--- config.mk ---
export PLATFORM = sky130hd
export DESIGN_NAME = rtc_irq_time
export DESIGN_NICKNAME = d
export VERILOG_FILES = /design/src/rtc_pkg.sv /design/src/irq_pulse_gen.sv /design/src/rtc_irq_time.sv
export SDC_FILE = /design/constraint.sdc
export NUM_CORES = 1
export LEC_CHECK = 0
export BUFFER_PORTS_ARGS = -buffer_cell sky130_fd_sc_hd__buf_2
export CORE_MARGIN = 2
export CORE_UTILIZATION = 40
export DETAILED_ROUTE_END_ITERATION = 12
export SLEW_MARGIN = 20
export SYNTH_ARGS = -nofsm -noshare
export SYNTH_HDL_FRONTEND = slang
export SYNTH_SLANG_ARGS = --single-unit
--- constraint.sdc ---
create_clock -name clock -period 3.9 [get_ports clock]
set_input_delay 0.39 -clock clock [delete_from_list [all_inputs] [get_ports clock]]
set_output_delay 0.39 -clock clock [all_outputs]
set_load 0.02 [all_outputs]
--- src/rtc_pkg.sv ---
// Constants, field layouts and carrier types for the clock status block
package rtc_pkg;

  // ****************************************
  // Register offsets
  // ****************************************
  localparam logic [7:0] ADDR_IRQ_CTRL = 8'h01;
  localparam logic [7:0] ADDR_SECONDS  = 8'h02;
  localparam logic [7:0] ADDR_MINUTES  = 8'h03;
  localparam logic [7:0] ADDR_HOURS    = 8'h04;

  // ****************************************
  // Field positions
  // ****************************************
  localparam int CTRL_PULSE_BIT = 4;
  localparam int CTRL_AF_BIT    = 3;
  localparam int CTRL_TF_BIT    = 2;
  localparam int CTRL_AIE_BIT   = 1;
  localparam int CTRL_TIE_BIT   = 0;
  localparam int SEC_VL_BIT     = 7;

  // ****************************************
  // Reset values and BCD limits
  // ****************************************
  localparam logic [4:0] CTRL_RESET    = 5'h00;
  localparam logic       VL_RESET      = 1'b1;
  localparam logic [7:0] SECONDS_RESET = 8'h00;
  localparam logic [7:0] MINUTES_RESET = 8'h00;
  localparam logic [7:0] HOURS_RESET   = 8'h00;
  localparam logic [7:0] SEC_MAX       = 8'h59;
  localparam logic [7:0] MIN_MAX       = 8'h59;
  localparam logic [7:0] HOUR_MAX      = 8'h23;
  localparam logic [7:0] SEC_MASK      = 8'h7F;
  localparam logic [7:0] MIN_MASK      = 8'h7F;
  localparam logic [7:0] HOUR_MASK     = 8'h3F;

  // ****************************************
  // Timing
  // ****************************************
  localparam int CLOCK_HZ       = 40_000_000;
  localparam int TICK_HZ        = 1;
  localparam int PULSE_HZ_8192  = 8192;
  localparam int PULSE_HZ_4096  = 4096;
  localparam int PULSE_HZ_128   = 128;
  localparam int PULSE_HZ_64    = 64;
  localparam int SECOND_CYC     = CLOCK_HZ / TICK_HZ;
  localparam int PULSE_CYC_8192 = CLOCK_HZ / PULSE_HZ_8192;
  localparam int PULSE_CYC_4096 = CLOCK_HZ / PULSE_HZ_4096;
  localparam int PULSE_CYC_128  = CLOCK_HZ / PULSE_HZ_128;
  localparam int PULSE_CYC_64   = CLOCK_HZ / PULSE_HZ_64;
  localparam int WIDTH_BITS     = 20;
  localparam int TICK_BITS      = 26;

  // ****************************************
  // Types
  // ****************************************
  typedef enum logic [1:0] {SRC_4096_HZ, SRC_64_HZ, SRC_1_HZ, SRC_1_60_HZ} timer_src_t;

  typedef struct packed {
    logic pulse_mode;
    logic alarm_flag;
    logic timer_flag;
    logic alarm_irq_enable;
    logic timer_irq_enable;
  } irq_ctrl_t;

  typedef struct packed {
    logic       wr;
    logic       rd;
    logic [7:0] addr;
    logic [7:0] data;
  } reg_req_t;

endpackage : rtc_pkg

--- src/irq_pulse_gen.sv ---
// Interrupt pulse stretcher for the countdown timer events
`timescale 1ns/1ps
`default_nettype none

module irq_pulse_gen #(
  parameter int WIDTH_BITS = rtc_pkg::WIDTH_BITS
) (
  input  wire logic                  clock,
  input  wire logic                  rst_sync_b,
  input  wire logic                  start,
  input  wire logic [WIDTH_BITS-1:0] width,
  output logic                       busy
);

  logic [WIDTH_BITS-1:0] remain;
  logic [WIDTH_BITS-1:0] next_remain;

  // Start cycle itself is the first pulse cycle, so load one less
  always_comb begin
    next_remain = remain;
    if (start) begin
      next_remain = (width == '0) ? '0 : width - 1'b1;
    end else if (remain != '0) begin
      next_remain = remain - 1'b1;
    end
  end

  always_ff @(posedge clock or negedge rst_sync_b) begin
    if (!rst_sync_b) begin
      remain <= '0;
    end else begin
      remain <= next_remain;
    end
  end

  assign busy = (remain != '0);

endmodule : irq_pulse_gen

`default_nettype wire

--- src/rtc_irq_time.sv ---
// Interrupt control/status, integrity flag and seconds/minutes/hours counters
// What this block does
// - Level mode: interrupt follows enabled timer flag.
// - Pulse mode: width set by source, count.
// - Enabled alarm flag holds interrupt active always.
// - Bit 3 reads alarm flag; zero clears.
// - Bit 2 reads timer flag; zero clears.
// - Enables gate alarm and timer onto interrupt.
// - Alarm match and timer end set flags.
// - Flags stay set until host clears them.
// - Write ANDs each flag with written bit.
// - Interrupt is OR of enabled conditions.
// - Timer flag and pulse start together.
// - Zero loaded count stops timer events.
// - Seconds bit 7 shows integrity, one at start.
// - Supply low or oscillator stop sets it.
// - Only host write clears integrity flag.
// - Seconds BCD 00 to 59.
// - Minutes BCD, tens 0 to 5.
// - Hours BCD, tens 0 to 2.
// - Time counting frozen during host access.
// - One pending second kept during access.
`timescale 1ns/1ps
`default_nettype none

module rtc_irq_time #(
  parameter int SECOND_CYC     = rtc_pkg::SECOND_CYC,
  parameter int PULSE_CYC_8192 = rtc_pkg::PULSE_CYC_8192,
  parameter int PULSE_CYC_4096 = rtc_pkg::PULSE_CYC_4096,
  parameter int PULSE_CYC_128  = rtc_pkg::PULSE_CYC_128,
  parameter int PULSE_CYC_64   = rtc_pkg::PULSE_CYC_64
) (
  input  wire logic                clock,
  input  wire logic                rst_b,
  input  wire rtc_pkg::reg_req_t   reg_req,
  input  wire logic                access_active,
  output logic [7:0]               rd_data,
  input  wire logic                alarm_match,
  input  wire logic                timer_end,
  input  wire rtc_pkg::timer_src_t timer_src,
  input  wire logic [7:0]          timer_count_n,
  input  wire logic                supply_low,
  input  wire logic                osc_stopped,
  output logic                     int_o,
  output logic                     int_oe
);

  // ****************************************
  // Reset release
  // ****************************************
  logic [1:0] rst_pipe;
  logic       rst_sync_b;

  always_ff @(posedge clock or negedge rst_b) begin
    if (!rst_b) begin
      rst_pipe <= 2'h0;
    end else begin
      rst_pipe <= {rst_pipe[0], 1'b1};
    end
  end
  assign rst_sync_b = rst_pipe[1];

  // ****************************************
  // Detector pins, three stages
  // ****************************************
  logic [1:0] det_s1, det_s2, det_s3;
  logic [1:0] det_level;

  always_ff @(posedge clock or negedge rst_sync_b) begin
    if (!rst_sync_b) begin
      det_s1    <= 2'h0;
      det_s2    <= 2'h0;
      det_s3    <= 2'h0;
      det_level <= 2'h0;
    end else begin
      det_s1 <= {osc_stopped, supply_low};
      det_s2 <= det_s1;
      det_s3 <= det_s2;
      for (int i = 0; i < 2; i++) begin
        if (det_s2[i] == det_s3[i]) begin
          det_level[i] <= det_s3[i];
        end
      end
    end
  end

  // ****************************************
  // Helpers
  // ****************************************
  // Returns {wrap, next value}; writes at or above max wrap to 00 on next increment
  function automatic logic [8:0] bcd_inc(input logic [7:0] v, input logic [7:0] max);
    logic [8:0] r;
    r = {1'b0, v};
    if (v >= max) begin
      r = {1'b1, 8'h00};
    end else if (v[3:0] >= 4'h9) begin
      r = {1'b0, v[7:4] + 4'h1, 4'h0};
    end else begin
      r = {1'b0, v[7:4], v[3:0] + 4'h1};
    end
    return r;
  endfunction : bcd_inc

  function automatic logic [rtc_pkg::WIDTH_BITS-1:0] cyc(input int n);
    return n[rtc_pkg::WIDTH_BITS-1:0];
  endfunction : cyc

  logic wr_ctrl, wr_sec, wr_min, wr_hour;
  assign wr_ctrl = reg_req.wr && (reg_req.addr == rtc_pkg::ADDR_IRQ_CTRL);
  assign wr_sec  = reg_req.wr && (reg_req.addr == rtc_pkg::ADDR_SECONDS);
  assign wr_min  = reg_req.wr && (reg_req.addr == rtc_pkg::ADDR_MINUTES);
  assign wr_hour = reg_req.wr && (reg_req.addr == rtc_pkg::ADDR_HOURS);

  // ****************************************
  // Interrupt control and output
  // ****************************************
  rtc_pkg::irq_ctrl_t ctrl, next_ctrl;
  logic next_int_oe;
  logic timer_hit;
  logic pulse_start;
  logic pulse_busy;
  logic [rtc_pkg::WIDTH_BITS-1:0] pulse_width;

  assign timer_hit = timer_end && (timer_count_n != 8'h00);

  always_comb begin
    case (timer_src)
      rtc_pkg::SRC_4096_HZ: pulse_width = (timer_count_n == 8'h01) ? cyc(PULSE_CYC_8192)
                                                                  : cyc(PULSE_CYC_4096);
      rtc_pkg::SRC_64_HZ:   pulse_width = (timer_count_n == 8'h01) ? cyc(PULSE_CYC_128)
                                                                  : cyc(PULSE_CYC_64);
      default:              pulse_width = cyc(PULSE_CYC_64);
    endcase
  end

  always_comb begin
    next_ctrl = ctrl;
    // Upper three data bits are not stored; host keeps them zero
    if (wr_ctrl) begin
      next_ctrl.pulse_mode       = reg_req.data[rtc_pkg::CTRL_PULSE_BIT];
      next_ctrl.alarm_flag       = ctrl.alarm_flag & reg_req.data[rtc_pkg::CTRL_AF_BIT];
      next_ctrl.timer_flag       = ctrl.timer_flag & reg_req.data[rtc_pkg::CTRL_TF_BIT];
      next_ctrl.alarm_irq_enable = reg_req.data[rtc_pkg::CTRL_AIE_BIT];
      next_ctrl.timer_irq_enable = reg_req.data[rtc_pkg::CTRL_TIE_BIT];
    end
    // Set beats a clear arriving in the same cycle
    if (alarm_match) begin
      next_ctrl.alarm_flag = 1'b1;
    end
    if (timer_hit) begin
      next_ctrl.timer_flag = 1'b1;
    end
    pulse_start = timer_hit && next_ctrl.pulse_mode && next_ctrl.timer_irq_enable;
    // Computed from next state so flag and pin move on one edge
    next_int_oe = (next_ctrl.alarm_flag && next_ctrl.alarm_irq_enable)
                | (next_ctrl.pulse_mode
                   ? (next_ctrl.timer_irq_enable && (pulse_start || pulse_busy))
                   : (next_ctrl.timer_flag && next_ctrl.timer_irq_enable));
  end

  always_ff @(posedge clock or negedge rst_sync_b) begin
    if (!rst_sync_b) begin
      ctrl   <= rtc_pkg::CTRL_RESET;
      int_oe <= 1'b0;
      int_o  <= 1'b0;
    end else begin
      ctrl   <= next_ctrl;
      int_oe <= next_int_oe;
      int_o  <= 1'b0;
    end
  end

  irq_pulse_gen #(
    .WIDTH_BITS (rtc_pkg::WIDTH_BITS)
  ) u_pulse (
    .clock      (clock),
    .rst_sync_b (rst_sync_b),
    .start      (pulse_start),
    .width      (pulse_width),
    .busy       (pulse_busy)
  );

  // ****************************************
  // One second tick and time counters
  // ****************************************
  logic [rtc_pkg::TICK_BITS-1:0] tick_cnt, next_tick_cnt;
  logic tick;
  logic pending, next_pending;
  logic vl, next_vl;
  logic [7:0] sec, min, hour;
  logic [7:0] next_sec, next_min, next_hour;
  logic [8:0] sec_inc, min_inc, hour_inc;
  logic [7:0] next_rd_data;

  assign tick = (tick_cnt == '0);

  always_comb begin
    next_tick_cnt = tick ? rtc_pkg::TICK_BITS'(SECOND_CYC - 1) : tick_cnt - 1'b1;
    next_pending  = pending;
    next_sec      = sec;
    next_min      = min;
    next_hour     = hour;
    next_vl       = vl;
    sec_inc       = bcd_inc(sec, rtc_pkg::SEC_MAX);
    min_inc       = bcd_inc(min, rtc_pkg::MIN_MAX);
    hour_inc      = bcd_inc(hour, rtc_pkg::HOUR_MAX);
    // A second tick that lands mid-access waits; a second one is lost
    if (access_active) begin
      if (tick) begin
        next_pending = 1'b1;
      end
    end else if (tick || pending) begin
      next_pending = 1'b0;
      next_sec     = sec_inc[7:0];
      if (sec_inc[8]) begin
        next_min = min_inc[7:0];
        if (min_inc[8]) begin
          next_hour = hour_inc[7:0];
        end
      end
    end
    if (wr_sec) begin
      next_sec = reg_req.data & rtc_pkg::SEC_MASK;
      next_vl  = reg_req.data[rtc_pkg::SEC_VL_BIT];
    end
    if (wr_min) begin
      next_min = reg_req.data & rtc_pkg::MIN_MASK;
    end
    if (wr_hour) begin
      next_hour = reg_req.data & rtc_pkg::HOUR_MASK;
    end
    if (det_level != 2'h0) begin
      next_vl = 1'b1;
    end
    case (reg_req.addr)
      rtc_pkg::ADDR_IRQ_CTRL: next_rd_data = {3'h0, ctrl};
      rtc_pkg::ADDR_SECONDS:  next_rd_data = {vl, sec[6:0]};
      rtc_pkg::ADDR_MINUTES:  next_rd_data = {1'b0, min[6:0]};
      rtc_pkg::ADDR_HOURS:    next_rd_data = {2'h0, hour[5:0]};
      default:                next_rd_data = 8'h00;
    endcase
    if (!reg_req.rd) begin
      next_rd_data = rd_data;
    end
  end

  always_ff @(posedge clock or negedge rst_sync_b) begin
    if (!rst_sync_b) begin
      tick_cnt <= '0;
      pending  <= 1'b0;
      vl       <= rtc_pkg::VL_RESET;
      sec      <= rtc_pkg::SECONDS_RESET;
      min      <= rtc_pkg::MINUTES_RESET;
      hour     <= rtc_pkg::HOURS_RESET;
      rd_data  <= 8'h00;
    end else begin
      tick_cnt <= next_tick_cnt;
      pending  <= next_pending;
      vl       <= next_vl;
      sec      <= next_sec;
      min      <= next_min;
      hour     <= next_hour;
      rd_data  <= next_rd_data;
    end
  end
endmodule : rtc_irq_time

`default_nettype wire

==> results list, run 1 <==
- Total of buffers placed on input and output ports: 43
- In this run the remaining antenna-violating nets after routing total 0.
* Distinct cell type count of the synthesized netlist: 65
- The H-tree was split into 3 levels.
* Worst-path cell chain: nor4_1, nand4_1, o41a_1, o21ai_0, o21ai_0, a221o_1
- Wire length per cell: approximately 16 um
- Post-synth EDFFs: 0
* Cell Area, Synth: between 5000 and 6000 um2
- GRT overflow: 0
- Critical path capture point type: flip-flop
* Source-to-sink clock delay at the later pin of the worst-skew pair: 0.34 ns
- TritonCTS built the clock tree.
- Across the run, the number of max-cap violations was 0.
- Final TNS setup: 0 ns
* Starting DRT DRC Count: 257
- Area of the placeable core: 12620 um2
- In this design, the stage delay of the slowest critical-path cell is between 0.5 and 0.6 ns.
- Post-Place Cell Area: ~5500 um2
- Post-route DRC: 0
- The floorplan has 41 rows.
- Setup repair after global routing missed its margin: no
- In this run the vertical extent of the chip is around 120 um.
* Share of cells above drive strength 1: 0.1592
- Top library cells by usage in the layout, fill and taps aside: sky130_fd_sc_hd__dfrtp_1, sky130_fd_sc_hd__nand2_1, sky130_fd_sc_hd__nor2_1, sky130_fd_sc_hd__buf_2, sky130_fd_sc_hd__a21oi_1
- Flop and latch count out of synthesis: 96
* Instance count of the mapped netlist: 530
* Pin count of the biggest net entering global routing: 66
- Maximum fanout encountered on the critical timing path: 9
* Synth async-reset ratio: 1.000
* Via density per instance: around 5.4
* Worst Min Path Start: supply_low
- Shortest period the worst path allows: approximately 2.8 ns
- Min-delay worst type: in2reg
- On the critical path, the stage with the largest delay is an instance of sky130_fd_sc_hd__o41a_1.
- Critical path's top delay family: compound AO/OA/AOI/OAI gates
* Power per unit of standard cell area: 406.8 nW/um2
- For this run, the post-layout net count is 625.
* Post-route cell area: approximately 6000 um2
- The first detailed-routing pass took 5 iterations.
* Root buffer selected by CTS: sky130_fd_sc_hd__clkbuf_16
- Io pins: between 40 and 50
* Antenna violations before repair: 0
* Worst Tran Pin Value: 0.8486 ns
- The final layout contains routed wiring with a total length of 11630 um.
- The tree built by TritonCTS fans out to 96 sinks.
- The worst register-to-register path begins at tick_cnt[14].
- Summing over every cut layer, the via total after detailed routing is ~4100.
- Setup clock skew after layout: 0.006397 ns
- RePlAce Congestion: 0.8596
- Clock Path Buffers: 2
* Die footprint: roughly 14000 um2
- The library cell used most frequently in the layout, excluding fill and tap cells, is sky130_fd_sc_hd__dfrtp_1.
* Wire length of the first global-routing pass: 19930 um
* Post-route clock period utilization: 0.7068
- Setup violations remaining at the end of the flow were counted as 0.
* Number of slew-limit violations in the final report: 0
* Die outline width: approximately 120 um
- Buffers inserted during clock tree synthesis total 9.
* Outcome: complete, no violations
- Number of warnings printed during yosys synthesis: 0
- The worst setup path is of the reg2reg kind.
* Total leakage power: 2.422 nW
- Post-synth net total: 582
* VDD IR-drop max: 0.2600 mV
- Critical path data arrival time: 2.98 ns
- The number of global-route vias before repair was approximately 4000.
- Main synth FF type: sky130_fd_sc_hd__dfrtp_1
- Critical Path Most Common Cell: sky130_fd_sc_hd__o21ai_0
- Timing-limited maximum frequency: roughly 0.36 GHz
- GRT Util Overall: 0.1765
- The most critical setup path has its startpoint at tick_cnt[14].
* Data required time at the worst endpoint: just over 4 ns
- The share of the Yosys chip area taken by registers is 0.4663.
- The critical path contains buffers and inverters numbering 0 combined.
* Mean area per synthesized cell: just under 10 um2
* Cells resized by post-CTS repair: 0
- Register clock-pin slew on the reported worst setup and hold paths: 0.07 ns
* Worst max-slew margin expressed relative to the limit: 0.4343
- The number of antenna diodes in the final layout is 0.
- For this configuration, the core starts out at a cell density of 0.4085.
- Layout area overhead: 13.33%
- Type of origin of the critical path: flip-flop
- Final Hold Violating Endpoints: 0
- Detailed placement finished with a half-perimeter wire length of between 8000 and 9000 um.
## sequential cells by signal, summed over array words and instances, names as in the netlist
| register | count |
|---|---|
| u_pulse.remain | 20 |
| det_s1 | 2 |
| det_s2 | 2 |
| sec | 8 |
| hour | 8 |
| ctrl | 5 |
| rd_data | 8 |
| det_s3 | 2 |
| rst_pipe | 2 |
| min | 8 |
| pending | 1 |
| det_level | 2 |
| int_oe | 1 |
| vl | 1 |
| tick_cnt | 26 |
## Yosys cell counts, types with 4 or more instances
cell / n / area, um2
sky130_fd_sc_hd__inv_1: 26 / 97.59
sky130_fd_sc_hd__a21o_1: 7 / 52.55
sky130_fd_sc_hd__o21ai_1: 5 / 25.02
sky130_fd_sc_hd__dfrtp_1: 95 / 2377
sky130_fd_sc_hd__or3_1: 6 / 37.54
sky130_fd_sc_hd__a221o_1: 5 / 50.05
sky130_fd_sc_hd__nand3b_1: 4 / 30.03
sky130_fd_sc_hd__o21ai_0: 20 / 100.1
sky130_fd_sc_hd__and2_1: 6 / 37.54
sky130_fd_sc_hd__and3_1: 6 / 37.54
sky130_fd_sc_hd__o22ai_1: 9 / 56.30
sky130_fd_sc_hd__a22o_1: 6 / 52.55
sky130_fd_sc_hd__nand2b_1: 5 / 31.28
sky130_fd_sc_hd__a22oi_1: 7 / 52.55
sky130_fd_sc_hd__xnor2_1: 20 / 175.2
sky130_fd_sc_hd__or4_1: 9 / 67.56
sky130_fd_sc_hd__nand2_1: 51 / 191.4
sky130_fd_sc_hd__nor2_1: 47 / 176.4
sky130_fd_sc_hd__nand3_1: 16 / 80.08
sky130_fd_sc_hd__xor2_1: 14 / 122.6
sky130_fd_sc_hd__mux2_2: 13 / 146.4
sky130_fd_sc_hd__nor2b_1: 4 / 25.02
sky130_fd_sc_hd__nor3_1: 26 / 130.1
sky130_fd_sc_hd__clkbuf_1: 9 / 33.78
sky130_fd_sc_hd__nand4_1: 5 / 31.28
sky130_fd_sc_hd__a21oi_1: 27 / 135.1
sky130_fd_sc_hd__nor4_1: 11 / 68.82
sky130_fd_sc_hd__ha_1: 17 / 212.7
## cell type report
class	count	area, um2
fillers	1264	6778
multi-input cells	393	2576
flip-flops and latches	96	2407
repair buffers	47	247.7
clock buffers	10	229.0
well taps	172	215.2
inverters	26	97.59
clock inverters	6	68.82
## per-layer routing
metal	share of wire	GRT usage	vias to the layer above
met5	0	0	-
met4	0.013	0.04970	0
met3	0.058	0.04603	11
met2	0.46	0.2741	114
met1	0.47	0.2448	1934
li1	-	-	1993
## stage by stage
stage               hold slack [ns]  cells  setup slack [ns]    util  total power (W)
detailed placement           0.1775    733            0.8438  0.4385         0.001505
global route                 0.1412    750            0.8651  0.4629         0.002500
CTS                          0.1473    750             1.166  0.4629         0.002406
global placement             0.1746    733            0.9953  0.4385         0.001494
floorplan                   0.09441    530             1.030       -         0.001402
finish                       0.1613    750             1.143  0.4629         0.002377
## path summary, 6_finish.rpt
path	cells past startpoint	end	slack [ns]
worst max-delay path	6	min[2]	1.14
worst min-delay path	1	det_s1[0]	0.16
max in group asynchronous	1	pending	2.54
min in group asynchronous	2	rst_pipe[1]	0.35
worst max register to register	6	min[2]	1.14
worst min register to register	0	det_s2[1]	0.36
## worst reg2reg max path, delay by kind of cell (launching register included)
kind               cells  cell delay [ns]
DFF                    1             0.41
AOI/OAI and AO/OA      4             1.41
and+or+nand+nor        2             0.82
## what timing repair did
| action | 4_1_cts | 5_1_grt |
|---|---|---|
| setup buffers | 0 | 0 |
| hold buffers | 1 | 0 |
| endpoints found under the hold margin | 2 | 0 |
## cells by family after synthesis
kind of cell,synth area share
other,0.001457
adder cells (fa/ha/maj),0.04515
AO/OA/AOI/OAI,0.1451
flip-flops,0.4663
AND/OR/NAND/NOR,0.2163
buffers and inverters,0.03544
multiplexers,0.03252
XOR/XNOR,0.05777
## power breakdown
group	internal [W]	switching [W]	leakage [nW]	total, W
Combinational	0.000153	0.000163	1.12	0.000316
Sequential	0.00108	0.0000955	1.16	0.00117
Clock	0.000501	0.000388	0.143	0.000889
Power figures use the tool's default switching activity.
==> run 2: changes to the inputs <==
clock period = 2.47 ns   (was 3.9 ns; I/O delays follow)
==> run 2 against run 1 <==
Sequential share of layout area fell by 2.3 points. Clock skew barely moved. Flip-flop and latch count did not move. Register-to-register slack got worse by 1.0 ns. Combinational power rose by 70%. Maximum frequency rose by 16%. Critical path type unchanged. Highest routed layer unchanged.
==> results list, run 2 (same netlist as run 1, synthesis figures left out) <==
- Power spent charging and discharging nets: 0.001033 W
- TritonCTS built the clock tree.
- Overall routed net length: about 12000 um
- Summed over all cells, the static leakage comes to 2.600 nW.
- Die outline width: 117.5 um
- Shortest period the worst path allows: 2.374 ns
- For the final routed database, the setup TNS stands at 0 ns.
- Top library cells by usage in the layout, fill and taps aside: sky130_fd_sc_hd__dfrtp_1, sky130_fd_sc_hd__nand2_1, sky130_fd_sc_hd__nor2_1, sky130_fd_sc_hd__buf_2, sky130_fd_sc_hd__buf_4
- The H-tree was split into 3 levels.
- Delay of the slowest cell on the worst path: approximately 0.52 ns
- Register clock-pin slew on the reported worst setup and hold paths: about 0.07 ns
* Internal portion of total power: 0.002727 W
* Standard cell with the maximum stage delay on the critical path: sky130_fd_sc_hd__o41a_1
- Of the total power, the share spent switching nets is 0.2747.
- GRT Util Overall: 0.1829
* Clock Path Buffers: 2
* Number of nets in the layout: 658
- CTS saw 96 sinks.
- Power spread over the standard cell area amounts to 607.1 nW/um2.
- Wire length of the first global-routing pass: between 20000 and 25000 um
* Starting DRT DRC Count: approximately 170
- The floorplan step defined a die boundary enclosing roughly 14000 um2.
* Critical path capture point type: flip-flop
* CTS Buf Count: 9
* Die Span Y: 117.5 um
* Type of origin of the critical path: flip-flop
- After floorplanning, the core was sized to cover 12620 um2.
* Data required time at the worst endpoint: around 2.7 ns
- The tightest min-delay check is of the in2reg type.
- Sequential cell fraction of total power: 0.491
- Post-route cell area: 6192 um2
- Post-Place Cell Area: 5762 um2
* Wire length per cell: 15.80 um
- Worst-path cell chain: nor4_2, nand4_1, o41a_1, buf_4, o21ai_2, o21ai_0, a22o_1
* Post-route clock period utilization: 0.9611
* Final Hold Violating Endpoints: 0
- Across the routed clock network, the largest skew measured is 0.006465 ns.
- Share of cells above drive strength 1: 0.2246
- After detailed routing, the number of remaining DRC violations is 0.
- Critical path data arrival time: 2.61 ns
- The detailed router placed between 4000 and 5000 vias in this run.
- Number of stages on the worst setup path: 7
* Timing-limited maximum frequency: between 0.4 and 0.5 GHz
- IR analysis of the VDD net gives a maximum drop of between 0.3 and 0.4 mV.
* Row Count: 41
- Number of diodes added for antenna fixing: 0
- GRT overflow: 0
* Remaining antenna violation count: 0
- Source-to-sink clock delay at the later pin of the worst-skew pair: 0.35 ns
- Number of global-route vias before repair: slightly above 4000
- Instance count along the most critical hold path: 2
- Starting density of the core: 0.4085
- Pin placement for this block handled between 40 and 50 I/O pins.
* Number of cells on the worst reg-to-reg path: 7
- Final setup violation count: 0
- Smallest setup slack after layout: 0.09597 ns
- At the end of routability-driven placement, the weighted congestion stood at 0.9250.
- The share of total power dissipated in the clock network is 0.366.
* Detailed placer's ending HPWL: 9030 um
* Worst-case setup slack after placement: slightly above 0.02 ns
* Worst max-slew margin expressed relative to the limit: 0.5568
- The number of placed instances, taps included, is between 700 and 800.
- Worst Tran Pin Value: 0.6648 ns
* # Max-Cap Violations: 0
* Layout area overhead: 20.12%
* WP buf/inv: 1
- Critical path's top delay family: compound AO/OA/AOI/OAI gates
- For this run, the number of standard cells in the final layout without fillers is 782.
- Dividing the detail-routed via count by the number of cells gives roughly 5.4.
- Number of slew-limit violations in the final report: 0
- Category of the most critical setup path: reg2reg
- The register with the most flip-flops in the final layout is tick_cnt.
- The flow ran to the end, and the final reports show no timing, DRC or antenna violations.
* Leading registers by flop count: tick_cnt x26, u_pulse.remain x20
* Pin count of the biggest net entering global routing: 50
- Final hold analysis gives a worst-case slack of 0.1123 ns.
* Logic pwr share: 0.143
- The register with the most flip-flops in the layout has 26 of them.
- Antenna violations before repair: 0
- The first detailed-routing pass took 4 iterations.
- Leaving out fill and tap cells, the most frequent cell in the layout is sky130_fd_sc_hd__dfrtp_1.
- Clock tree synthesis selected as its root buffer the cell sky130_fd_sc_hd__clkbuf_16.
* Maximum fanout encountered on the critical timing path: 6
- Setup repair after global routing could not meet its margin everywhere.
* Total of buffers placed on input and output ports: 43
-- run 2: cell type report --
| class | count | area (um2) |
|---|---|---|
| clock buffer | 12 | 266.5 |
| clock inverter | 3 | 25.02 |
| fill | 1207 | 6427 |
| inverter | 26 | 97.59 |
| multi-input combinational | 393 | 2653 |
| sequential | 96 | 2409 |
| tap | 172 | 215.2 |
| timing repair buffer | 80 | 526.8 |
-- run 2: power by group through the flow --
| stage | clock [W] | sequential [W] | combinational, W |
|---|---|---|---|
| after CTS | 0.00142 | 0.00184 | 0.000536 |
| after global placement | 0 | 0.00187 | 0.000516 |
| final | 0.00138 | 0.00185 | 0.000537 |
| after detailed placement | 0 | 0.00187 | 0.000527 |
| after floorplan | 0 | 0.00185 | 0.000367 |
| after global routing | 0.00148 | 0.00187 | 0.000601 |
-- run 2: per-stage QoR --
step | utilization | power [W]
floorplan | - | 0.002214
detailed placement | 0.4566 | 0.002398
global placement | 0.4566 | 0.002384
CTS | 0.4821 | 0.003803
global route | 0.4907 | 0.003949
finish | 0.4907 | 0.003759
-- run 2: timing repair --
action	CTS	global route
setup endpoints to repair	0	27
hold endpoints to repair	4	0
hold buffers	3	0
buffers inserted	0	3
gates resized for setup	0	20
-- run 2: routing by layer --
metal,GRT usage,vias up,share of wire
met3,0.03682,20,0.046
met1,0.2541,2059,0.47
met4,0.07530,0,0.020
met5,0,-,0
met2,0.2803,92,0.46
li1,-,2049,-
-- run 2: path summary, 6_finish.rpt --
kind                       slack [ns]         start          end
setup / recovery                  0.1  tick_cnt[22]       sec[6]
hold / removal                   0.11   alarm_match      ctrl[3]
setup reg to reg                  0.1  tick_cnt[22]       sec[6]
hold reg to reg                  0.35     det_s1[1]    det_s2[1]
max in group asynchronous        1.46   rst_pipe[1]       int_oe
min in group asynchronous        0.21         rst_b  rst_pipe[1]
